===== config.mk =====
export PLATFORM = sky130hd
export DESIGN_NAME = drive_config_brake_logic
export DESIGN_NICKNAME = d
export VERILOG_FILES = /design/src/drive_cfg_pkg.sv /design/src/drive_config_brake_logic.sv
export VERILOG_INCLUDE_DIRS = /design/src
export SDC_FILE = /design/constraint.sdc
export NUM_CORES = 1
export LEC_CHECK = 0
export BUFFER_PORTS_ARGS = -buffer_cell sky130_fd_sc_hd__buf_2
export CORE_MARGIN = 10
export CORE_UTILIZATION = 30
export CTS_BUF_LIST = sky130_fd_sc_hd__clkbuf_8
export CTS_CLUSTER_DIAMETER = 150
export DETAILED_ROUTE_END_ITERATION = 6
export PLACE_DENSITY = 0.48
export REMOVE_ABC_BUFFERS = 1
export SLEW_MARGIN = 0
export SYNTH_ARGS = -nofsm -noshare
export SYNTH_HDL_FRONTEND = slang
export SYNTH_SLANG_ARGS = --single-unit

===== constraint.sdc =====
create_clock -name CLOCK -period 3.7 [get_ports CLOCK]
set_clock_uncertainty 0.05 [all_clocks]
set_input_delay 1.11 -clock CLOCK [delete_from_list [all_inputs] [get_ports CLOCK]]
set_output_delay 1.11 -clock CLOCK [all_outputs]
set_load 0.005 [all_outputs]

===== src/drive_cfg_defs.svh =====
// Constants for the drive configuration and brake logic
`ifndef DRIVE_CFG_DEFS_SVH
`define DRIVE_CFG_DEFS_SVH
`define CLK_HZ            50000000
`define BLINK_ON_MS       100
`define BLINK_OFF_MS      300
`define BLINK_ON_CYC      (`CLK_HZ / 1000 * `BLINK_ON_MS)
`define BLINK_OFF_CYC     (`CLK_HZ / 1000 * `BLINK_OFF_MS)
`define STALL_MS          1000
`define STALL_CYC         (`CLK_HZ / 1000 * `STALL_MS)
`define PWM_KHZ_FIXED     8'h04
`define PWM_KHZ_HIGH      8'h10
`define PWM_KHZ_MID       8'h08
`define FAULT_SPEED_MON   8'h08
`define CTRL_BRAKE_BIT    8
`define CTRL_ENABLE_BIT   3
`define ADDR_OFF          8'h00
`define CFG1_OFF          8'h04
`define CFG2_OFF          8'h08
`define STATUS1_OFF       8'h0C
`define CURRENT_OFF       8'h10
`define STATUS2_OFF       8'h14
`define PO_CTRL_OFF       8'h18
`define PO_SPEED_OFF      8'h1C
`define PO_RAMP_OFF       8'h20
`define MODE_OFF          8'h24
`endif


===== src/drive_cfg_pkg.sv =====
// Types for the drive configuration and brake logic
package drive_cfg_pkg;
	typedef enum logic [1:0] {BRK_APPLIED, BRK_DRIVE, BRK_MANUAL} brake_e;
	typedef enum logic [1:0] {PWM_HIGH, PWM_MID, PWM_LOW} pwm_e;
	typedef enum logic [1:0] {BLK_IDLE, BLK_ON, BLK_OFF} blink_e;
endpackage


===== src/drive_config_brake_logic.sv =====
// Switch decoding, brake control and bus process words
//
// Our own choices: the APB slave port and the address map.
`timescale 1ns/1ps
`include "drive_cfg_defs.svh"
module drive_config_brake_logic
	import drive_cfg_pkg::*;
#(
	parameter int unsigned BLINK_ON_CYC  = `BLINK_ON_CYC,
	parameter int unsigned BLINK_OFF_CYC = `BLINK_OFF_CYC,
	parameter int unsigned STALL_CYC     = `STALL_CYC
)
(
	input  wire logic        CLOCK,
	input  wire logic        RST,
	input  wire logic [7:0]  SWITCH_BANK1,
	input  wire logic [7:0]  SWITCH_BANK2,
	input  wire logic        RUN_RIGHT,
	input  wire logic        RUN_LEFT,
	input  wire logic        SETPOINT_SELECT_INPUT,
	input  wire logic        UNIT_ENABLED,
	input  wire logic        UNIT_FAULT,
	input  wire logic        COMM_TIMEOUT,
	input  wire logic        UNIT_READY,
	input  wire logic        BRAKE_RESISTOR,
	input  wire logic        AT_CURRENT_LIMIT,
	input  wire logic        HEATSINK_WARM,
	input  wire logic        HEATSINK_HOT,
	input  wire logic [15:0] OUTPUT_CURRENT,
	input  wire logic        PSEL,
	input  wire logic        PENABLE,
	input  wire logic        PWRITE,
	input  wire logic [7:0]  PADDR,
	input  wire logic [31:0] PWDATA,
	output logic      [31:0] PRDATA,
	output logic             PREADY,
	output logic             PSLVERR,
	output logic             BRAKE_RELEASE,
	output logic             SETPOINT_SECOND,
	output logic             YELLOW_LED,
	output logic             RED_LED_SLOW,
	output logic      [7:0]  FAULT_CODE,
	output logic      [7:0]  PWM_KHZ,
	output logic             VF_CONTROL,
	output logic             DAMPING_ON,
	output logic             MOTOR_PROTECT_ON,
	output logic             MOTOR_DOWNSIZE,
	output logic             STALL_PROTECT_ON,
	output logic             SPEED_MONITOR_ON,
	output logic      [3:0]  ADDFUNC_CODE,
	output logic      [3:0]  BUS_ADDRESS,
	output logic             TERMINAL_MODE
);
	// Synchronisers for all pin inputs except OUTPUT_CURRENT
	logic [26:0] pin_in;
	logic [26:0] sync1_r;
	logic [26:0] sync2_r;
	assign pin_in = {SWITCH_BANK1, SWITCH_BANK2, RUN_RIGHT, RUN_LEFT, SETPOINT_SELECT_INPUT,
		UNIT_ENABLED, UNIT_FAULT, COMM_TIMEOUT, UNIT_READY, BRAKE_RESISTOR,
		AT_CURRENT_LIMIT, HEATSINK_WARM, HEATSINK_HOT};
	always_ff @(posedge CLOCK)
	begin
		if (RST)
		begin
			sync1_r <= 27'h0;
			sync2_r <= 27'h0;
		end
		else
		begin
			sync1_r <= pin_in;
			sync2_r <= sync1_r;
		end
	end
	logic [7:0] bank1_s;
	logic [7:0] bank2_s;
	logic       run_r_s, run_l_s, sel_s, en_s, flt_s, tmo_s, rdy_s, bres_s, ilim_s, warm_s, hot_s;
	assign bank1_s = sync2_r[26:19];
	assign bank2_s = sync2_r[18:11];
	assign {run_r_s, run_l_s, sel_s, en_s, flt_s, tmo_s, rdy_s, bres_s, ilim_s, warm_s, hot_s}
		= sync2_r[10:0];

	// Switch snapshot taken once after reset release
	logic [7:0] bank1_r, bank1_nxt;
	logic [7:0] bank2_r, bank2_nxt;
	logic [1:0] snap_r, snap_nxt;
	always_comb
	begin
		bank1_nxt = bank1_r;
		bank2_nxt = bank2_r;
		snap_nxt  = snap_r;
		if (snap_r != 2'h3)
			snap_nxt = snap_r + 2'h1;
		if (snap_r == 2'h2)
		begin
			bank1_nxt = bank1_s;
			bank2_nxt = bank2_s;
		end
	end
	always_ff @(posedge CLOCK)
	begin
		if (RST)
		begin
			bank1_r <= 8'h00;
			bank2_r <= 8'h00;
			snap_r  <= 2'h0;
		end
		else
		begin
			bank1_r <= bank1_nxt;
			bank2_r <= bank2_nxt;
			snap_r  <= snap_nxt;
		end
	end
	logic cfg_valid;
	assign cfg_valid = (snap_r == 2'h3);

	// Switch decode
	logic [3:0] addr;
	logic       term_mode;
	logic       rel_no_en;
	logic       spd_mon;
	assign addr      = bank1_r[3:0];
	assign term_mode = (addr == 4'h0);
	assign rel_no_en = bank2_r[1] && !bres_s;
	assign spd_mon   = bank2_r[3];

	// Process output words written by the master
	logic [15:0] po_ctrl_r, po_ctrl_nxt;
	logic [15:0] po_speed_r, po_speed_nxt;
	logic [15:0] po_ramp_r, po_ramp_nxt;
	logic        wr_en;
	assign wr_en = PSEL && PENABLE && PWRITE;
	always_comb
	begin
		po_ctrl_nxt  = po_ctrl_r;
		po_speed_nxt = po_speed_r;
		po_ramp_nxt  = po_ramp_r;
		if (wr_en && PADDR == `PO_CTRL_OFF)
			po_ctrl_nxt = PWDATA[15:0];
		else if (wr_en && PADDR == `PO_SPEED_OFF)
			po_speed_nxt = PWDATA[15:0];
		else if (wr_en && PADDR == `PO_RAMP_OFF)
			po_ramp_nxt = PWDATA[15:0];
	end
	always_ff @(posedge CLOCK)
	begin
		if (RST)
		begin
			po_ctrl_r  <= 16'h0000;
			po_speed_r <= 16'h0000;
			po_ramp_r  <= 16'h0000;
		end
		else
		begin
			po_ctrl_r  <= po_ctrl_nxt;
			po_speed_r <= po_speed_nxt;
			po_ramp_r  <= po_ramp_nxt;
		end
	end

	// Brake decision
	brake_e brake_sel;
	always_comb
	begin
		brake_sel = BRK_APPLIED;
		if (!rdy_s || !cfg_valid)
			brake_sel = BRK_APPLIED;
		else if (en_s)
			brake_sel = BRK_DRIVE;
		else if (flt_s || (!term_mode && tmo_s))
			brake_sel = BRK_APPLIED;
		else if (!rel_no_en)
			brake_sel = BRK_APPLIED;
		else if (term_mode)
			brake_sel = (!run_r_s && !run_l_s && sel_s) ? BRK_MANUAL : BRK_APPLIED;
		else
			brake_sel = po_ctrl_r[`CTRL_BRAKE_BIT] ? BRK_MANUAL : BRK_APPLIED;
	end

	// Current-limit timer for speed monitoring
	logic [31:0] stall_cnt_r, stall_cnt_nxt;
	logic        trip_r, trip_nxt;
	always_comb
	begin
		stall_cnt_nxt = 32'h0;
		trip_nxt      = trip_r;
		if (spd_mon && ilim_s && cfg_valid)
		begin
			stall_cnt_nxt = stall_cnt_r;
			if (stall_cnt_r < STALL_CYC)
				stall_cnt_nxt = stall_cnt_r + 32'h1;
			else
				trip_nxt = 1'b1;
		end
	end
	always_ff @(posedge CLOCK)
	begin
		if (RST)
		begin
			stall_cnt_r <= 32'h0;
			trip_r      <= 1'b0;
		end
		else
		begin
			stall_cnt_r <= stall_cnt_nxt;
			trip_r      <= trip_nxt;
		end
	end

	// Manual-release blink and slow fault blink
	blink_e      blk_r, blk_nxt;
	logic [31:0] blk_cnt_r, blk_cnt_nxt;
	logic [31:0] slow_cnt_r, slow_cnt_nxt;
	logic        slow_r, slow_nxt;
	always_comb
	begin
		blk_nxt     = blk_r;
		blk_cnt_nxt = blk_cnt_r + 32'h1;
		case (blk_r)
			BLK_IDLE:
			begin
				blk_cnt_nxt = 32'h0;
				if (brake_sel == BRK_MANUAL)
					blk_nxt = BLK_ON;
			end
			BLK_ON:
				if (blk_cnt_r == BLINK_ON_CYC - 1)
				begin
					blk_nxt     = BLK_OFF;
					blk_cnt_nxt = 32'h0;
				end
			BLK_OFF:
				if (blk_cnt_r == BLINK_OFF_CYC - 1)
				begin
					blk_nxt     = BLK_ON;
					blk_cnt_nxt = 32'h0;
				end
			default:
				blk_nxt = BLK_IDLE;
		endcase
		if (brake_sel != BRK_MANUAL)
			blk_nxt = BLK_IDLE;
		slow_cnt_nxt = slow_cnt_r + 32'h1;
		slow_nxt     = slow_r;
		if (slow_cnt_r == BLINK_OFF_CYC + BLINK_ON_CYC - 1)
		begin
			slow_cnt_nxt = 32'h0;
			slow_nxt     = !slow_r;
		end
	end
	always_ff @(posedge CLOCK)
	begin
		if (RST)
		begin
			blk_r      <= BLK_IDLE;
			blk_cnt_r  <= 32'h0;
			slow_cnt_r <= 32'h0;
			slow_r     <= 1'b0;
		end
		else
		begin
			blk_r      <= blk_nxt;
			blk_cnt_r  <= blk_cnt_nxt;
			slow_cnt_r <= slow_cnt_nxt;
			slow_r     <= slow_nxt;
		end
	end

	// PWM frequency selection
	pwm_e pwm_sel;
	always_comb
	begin
		if (!bank1_r[6])
			pwm_sel = PWM_LOW;
		else if (hot_s)
			pwm_sel = PWM_LOW;
		else if (warm_s)
			pwm_sel = PWM_MID;
		else
			pwm_sel = PWM_HIGH;
	end

	// Registered mode outputs
	always_ff @(posedge CLOCK)
	begin
		if (RST)
		begin
			BRAKE_RELEASE    <= 1'b0;
			SETPOINT_SECOND  <= 1'b0;
			YELLOW_LED       <= 1'b0;
			RED_LED_SLOW     <= 1'b0;
			FAULT_CODE       <= 8'h00;
			PWM_KHZ          <= `PWM_KHZ_FIXED;
			VF_CONTROL       <= 1'b0;
			DAMPING_ON       <= 1'b0;
			MOTOR_PROTECT_ON <= 1'b1;
			MOTOR_DOWNSIZE   <= 1'b0;
			STALL_PROTECT_ON <= 1'b1;
			SPEED_MONITOR_ON <= 1'b0;
			ADDFUNC_CODE     <= 4'h0;
			BUS_ADDRESS      <= 4'h0;
			TERMINAL_MODE    <= 1'b1;
		end
		else
		begin
			BRAKE_RELEASE    <= (brake_sel == BRK_MANUAL) || (brake_sel == BRK_DRIVE);
			SETPOINT_SECOND  <= term_mode && en_s && sel_s;
			YELLOW_LED       <= (blk_nxt == BLK_ON);
			RED_LED_SLOW     <= trip_r && slow_r;
			FAULT_CODE       <= trip_r ? `FAULT_SPEED_MON : 8'h00;
			PWM_KHZ          <= (pwm_sel == PWM_HIGH) ? `PWM_KHZ_HIGH :
				(pwm_sel == PWM_MID) ? `PWM_KHZ_MID : `PWM_KHZ_FIXED;
			VF_CONTROL       <= bank2_r[2];
			DAMPING_ON       <= bank1_r[7];
			MOTOR_PROTECT_ON <= !bank1_r[4];
			MOTOR_DOWNSIZE   <= bank1_r[5];
			STALL_PROTECT_ON <= !bank1_r[5];
			SPEED_MONITOR_ON <= spd_mon;
			ADDFUNC_CODE     <= bank2_r[7:4];
			BUS_ADDRESS      <= addr;
			TERMINAL_MODE    <= term_mode;
		end
	end

	// APB read side, zero wait states
	logic [15:0] status1;
	logic [15:0] status2;
	assign status1 = {8'h00, FAULT_CODE[3:0], trip_r, BRAKE_RELEASE, rdy_s, en_s};
	assign status2 = {12'h000, (blk_r != BLK_IDLE), bres_s, tmo_s, flt_s};
	always_comb
	begin
		PRDATA  = 32'h0;
		PSLVERR = 1'b0;
		if (PADDR == `ADDR_OFF)
			PRDATA = {28'h0, addr};
		else if (PADDR == `CFG1_OFF)
			PRDATA = {24'h0, bank1_r};
		else if (PADDR == `CFG2_OFF)
			PRDATA = {24'h0, bank2_r};
		else if (PADDR == `STATUS1_OFF)
			PRDATA = {16'h0, status1};
		else if (PADDR == `CURRENT_OFF)
			PRDATA = {16'h0, OUTPUT_CURRENT};
		else if (PADDR == `STATUS2_OFF)
			PRDATA = {16'h0, status2};
		else if (PADDR == `PO_CTRL_OFF)
			PRDATA = {16'h0, po_ctrl_r};
		else if (PADDR == `PO_SPEED_OFF)
			PRDATA = {16'h0, po_speed_r};
		else if (PADDR == `PO_RAMP_OFF)
			PRDATA = {16'h0, po_ramp_r};
		else if (PADDR == `MODE_OFF)
			PRDATA = {28'h0, pwm_sel == PWM_HIGH, bank2_r[2], bank1_r[7], term_mode};
		else
			PSLVERR = PSEL && PENABLE;
	end
	assign PREADY = 1'b1;

	// Checks
	chk_notready_brake: assert property (@(posedge CLOCK) disable iff (RST)
		!rdy_s |=> !BRAKE_RELEASE)
		else $error("brake released while not ready");
	chk_fault_brake: assert property (@(posedge CLOCK) disable iff (RST)
		(!en_s && flt_s) |=> !BRAKE_RELEASE)
		else $error("brake released with fault");
	chk_bus_release: assert property (@(posedge CLOCK) disable iff (RST)
		(cfg_valid && rdy_s && !en_s && !flt_s && !tmo_s && !term_mode && bank2_r[1]
		&& !bres_s && po_ctrl_r[`CTRL_BRAKE_BIT]) |=> BRAKE_RELEASE)
		else $error("bus bit 8 failed to release brake");
	chk_term_release: assert property (@(posedge CLOCK) disable iff (RST)
		(term_mode && !en_s && (run_r_s || run_l_s || !sel_s)) |=> !BRAKE_RELEASE)
		else $error("terminal release on wrong inputs");
	chk_resistor_inhibit: assert property (@(posedge CLOCK) disable iff (RST)
		(bres_s && !en_s) |=> !BRAKE_RELEASE)
		else $error("release with braking resistor");
	chk_pwm_fixed: assert property (@(posedge CLOCK) disable iff (RST)
		!bank1_r[6] |=> PWM_KHZ == `PWM_KHZ_FIXED)
		else $error("pwm not fixed");
	chk_pwm_high: assert property (@(posedge CLOCK) disable iff (RST)
		(bank1_r[6] && !warm_s && !hot_s) |=> PWM_KHZ == `PWM_KHZ_HIGH)
		else $error("pwm not high");
	chk_stall_follow: assert property (@(posedge CLOCK) disable iff (RST)
		##1 STALL_PROTECT_ON == !$past(bank1_r[5]))
		else $error("stall protection wrong");
	chk_addr_decode: assert property (@(posedge CLOCK) disable iff (RST)
		##1 BUS_ADDRESS == $past(bank1_r[3:0]))
		else $error("address decode wrong");
	chk_addfunc_decode: assert property (@(posedge CLOCK) disable iff (RST)
		##1 ADDFUNC_CODE == $past(bank2_r[7:4]))
		else $error("add function decode wrong");
	chk_snap_hold: assert property (@(posedge CLOCK) disable iff (RST)
		cfg_valid |=> $stable(bank1_r) && $stable(bank2_r))
		else $error("switch snapshot changed");
	chk_trip_code: assert property (@(posedge CLOCK) disable iff (RST)
		trip_r |=> FAULT_CODE == `FAULT_SPEED_MON)
		else $error("fault code not 08");
	chk_blink_on: assert property (@(posedge CLOCK) disable iff (RST)
		(blk_r == BLK_ON) |-> blk_cnt_r < BLINK_ON_CYC)
		else $error("blink on too long");
endmodule


==> metrics.md <==
| Metric | Value |
|---|---|
| Status | `complete, no violations` |
| CTS Buffer Depth | `3` |
| Post-synthesis area per instance | `8.68 um^2` |
| Hold buffers post-CTS | `0` |
| Area growth from synthesis to layout | `22.2%` |
| Fin crit period | `3.69 ns` |
| Final Max Slew Viols | `0` |
| Worst Hold Class | `flop to flop` |
| H-tree depth | `2` |
| Row count | `67` |
| Final hold violation count | `0` |
| Layout cell share with drive strength beyond 1 | `0.199` |
| Vias | `8,574` |
| Yosys top cell area share | `0.475` |
| Sink Count | `~240` |
| Starting DRT DRC Count | `377` |
| Final Non-Filler Cells | `1,798` |
| Worst EP required | `2.54 ns` |
| Slew @ Worst Pin | `roughly 0.84 ns` |
| Asr flop ratio synth | `0` |
| DR WL/cell | `about 16 um` |
| Max Fclk | `271 MHz` |
| Count leader, synth | `dfxtp_1` |
| # diodes | `0` |
| Largest net degree at the start of global routing | `124` |
| Fillcell total | `3,495` |
| Area of the mapped netlist | `10,200 um^2` |
| Post-Route WL | `28.1 mm` |
| Ports | `157` |
| Nets | `approximately 1,400` |
| Max-slew headroom | `0.442` |
| CP max-delay cell | `or4_4` |
| Vias in the first global route | `8,350` |
| CTS tree | `done` |
| First-pass GRT wire length | `45.2 mm` |
| Residual DRC | `0` |
| Peak supply drop | `between 200 and 250 uV` |
| Final Cycle Share | `0.998` |
| Critical path arrival | `2.53 ns` |
| Detail Route Antenna Nets | `0` |
| Sequential area share after synthesis | `0.475` |
| Area contributors post-synth | `dfxtp_1, nand2_1, nor2b_1, a21oi_1, nor2_1` |
| Total die area | `41,900 um^2` |
| Unrepaired setup endpoints after global routing | `yes` |
| Pwr Total | `5.55 mW` |
| Crit Path Max Fanout | `5` |
| Multi-input gate area | `5090 um^2` |
| Global route overflow | `0` |
| Final RePlAce weighted congestion | `0.817` |
| CTS root buffer | `clkbuf_8` |
| Largest area contributor in the netlist | `dfxtp_1` |
| Syn. warnings | `0` |
| Ys flop type | `dfxtp_1` |
| Vias per cell | `4.77` |
| P per Cell Area | `443 nW/um^2` |
| FF+latch count, synth | `243` |
| Reg2Reg Setup Slack | `1.16 ns` |
| Number of distinct library cells after synthesis | `65` |
| CP Cell Sequence | `buf_8 > or4_4 > buf_4 > o211ai_1 > nand3_1 > a22oi_2 > buf_2` |
| GRT Util Overall | `0.130` |
| CP Launch Type | `input port` |
| Starting Density | `0.305` |
| Sequential standard cell area | `between 4000 and 5000 um^2` |
| DIE HEIGHT | `205 um` |
| Max incr delay on CP | `between 0.5 and 0.6 ns` |
| Post-synth EDFFs | `0` |
| Kind of critical path | `input port to output pin` |
| Num CTS Buffers | `43` |
| Placed cells | `around 1,700` |
| Antenna violations before repair | `0` |
| Die W | `205 um` |
| Post-DP HPWL | `19.5 mm` |
| Worst setup EP type | `output pin` |
| Setup tns final | `0 ns` |
| Reg clk slew, reported paths | `0.06 ns` |
| Post-synthesis instance total | `1,179` |
| Static leakage | `roughly 4.5 nW` |
| Worst-Skew Late Latency | `0.55 ns` |
| Most instantiated cells after synthesis | `dfxtp_1, nand2_1, nor2_1` |
| Core Region | `33,600 um^2` |
| Port bufs | `111` |
| DR pass1 iterations | `4` |
| Maxcap violations | `0` |
| Final Setup Violations | `0` |
## layer usage
layer  GRT usage  up-vias  wire length (um)
met4      0.0413        0               525
met2       0.202      144             12700
met3      0.0273       49              1360
li1            -     4358                 -
met5           0        -                 0
met1       0.176     4023             13500
## stage by stage
| step | hold slack, ns | util | cell area [um^2] | worst slack [ns] |
|---|---|---|---|---|
| after floorplan | 0.320 | - | 9870 | -0.470 |
| after global placement | 0.370 | 0.339 | 11400 | -0.185 |
| after detailed placement | 0.372 | 0.339 | 11400 | -0.158 |
| after CTS | 0.385 | 0.369 | 12400 | 0.00286 |
| after global routing | 0.398 | 0.372 | 12500 | -0.0378 |
| final | 0.385 | 0.372 | 12500 | 0.00811 |
## kinds of logic after synthesis
family / share of synthesized area
AND/OR/NAND/NOR: 0.282
flip-flops: 0.475
AO/OA/AOI/OAI: 0.111
buffers and inverters: 0.0516
XOR/XNOR: 0.0496
multiplexers: 0.0230
adder cells (fa/ha/maj): 0.00733
other: 0.000734
## final cells by class
| type | count | area share |
|---|---|---|
| Multi-Input combinational cell | 855 | 0.407 |
| Sequential cell | 243 | 0.389 |
| Timing Repair Buffer | 162 | 0.0830 |
| Clock buffer | 54 | 0.0594 |
| Tap cell | 448 | 0.0448 |
| Clock inverter | 21 | 0.0126 |
| Inverter | 15 | 0.00450 |
## timing repair
| item | in CTS | in global routing |
|---|---|---|
| buffers inserted | 2 | 2 |
| pin swaps | 9 | 10 |
| resized for setup | 23 | 26 |
| setup endpoints to repair | 10 | 15 |
## power by group
part | switching [mW] | leakage (nW) | internal [mW]
clock | 1.11 | 0.507 | 1.46
sequential | 0.0241 | 1.97 | 2.66
combinational | 0.162 | 2.06 | 0.124
total | 1.30 | 4.54 | 4.25
## state kept, by name, indices dropped and copies added (netlist names), 2 cells and up
| name | cells |
|---|---|
| slow_cnt_r | 32 |
| bank2_r | 8 |
| snap_r | 2 |
| po_ctrl_r | 16 |
| stall_cnt_r | 32 |
| sync2_r | 27 |
| po_speed_r | 16 |
| PWM_KHZ | 3 |
| bank1_r | 8 |
| blk_r | 2 |
| BUS_ADDRESS | 4 |
| sync1_r | 27 |
| po_ramp_r | 16 |
| blk_cnt_r | 32 |
| ADDFUNC_CODE | 4 |
## worst paths after layout
path                    end             from  cells past startpoint
max reg2reg  stall_cnt_r[5]  stall_cnt_r[26]                      6
max               PRDATA[7]         PADDR[4]                      7
min             sync2_r[10]      sync1_r[10]                      1
min reg2reg     sync2_r[10]      sync1_r[10]                      1
## layout by cell type, fill, tap and decap left out, types with 32 or more instances in the layout
cell type and count:
nor2_1 102, dfxtp_1 243, nor2b_1 70, buf_4 48, nand3_1 43, a21oi_1 81, xnor2_1 37, nand2_1 155
buf_2 105, clkbuf_8 54, nand4_1 32
## critical path, delay by kind of cell
kind / cells / cell delay, ns
AOI/OAI and AO/OA: 2 / 0.29
buffers and inverters: 3 / 0.42
and+or+nand+nor: 2 / 0.70
(Power assumes the default switching activity.)
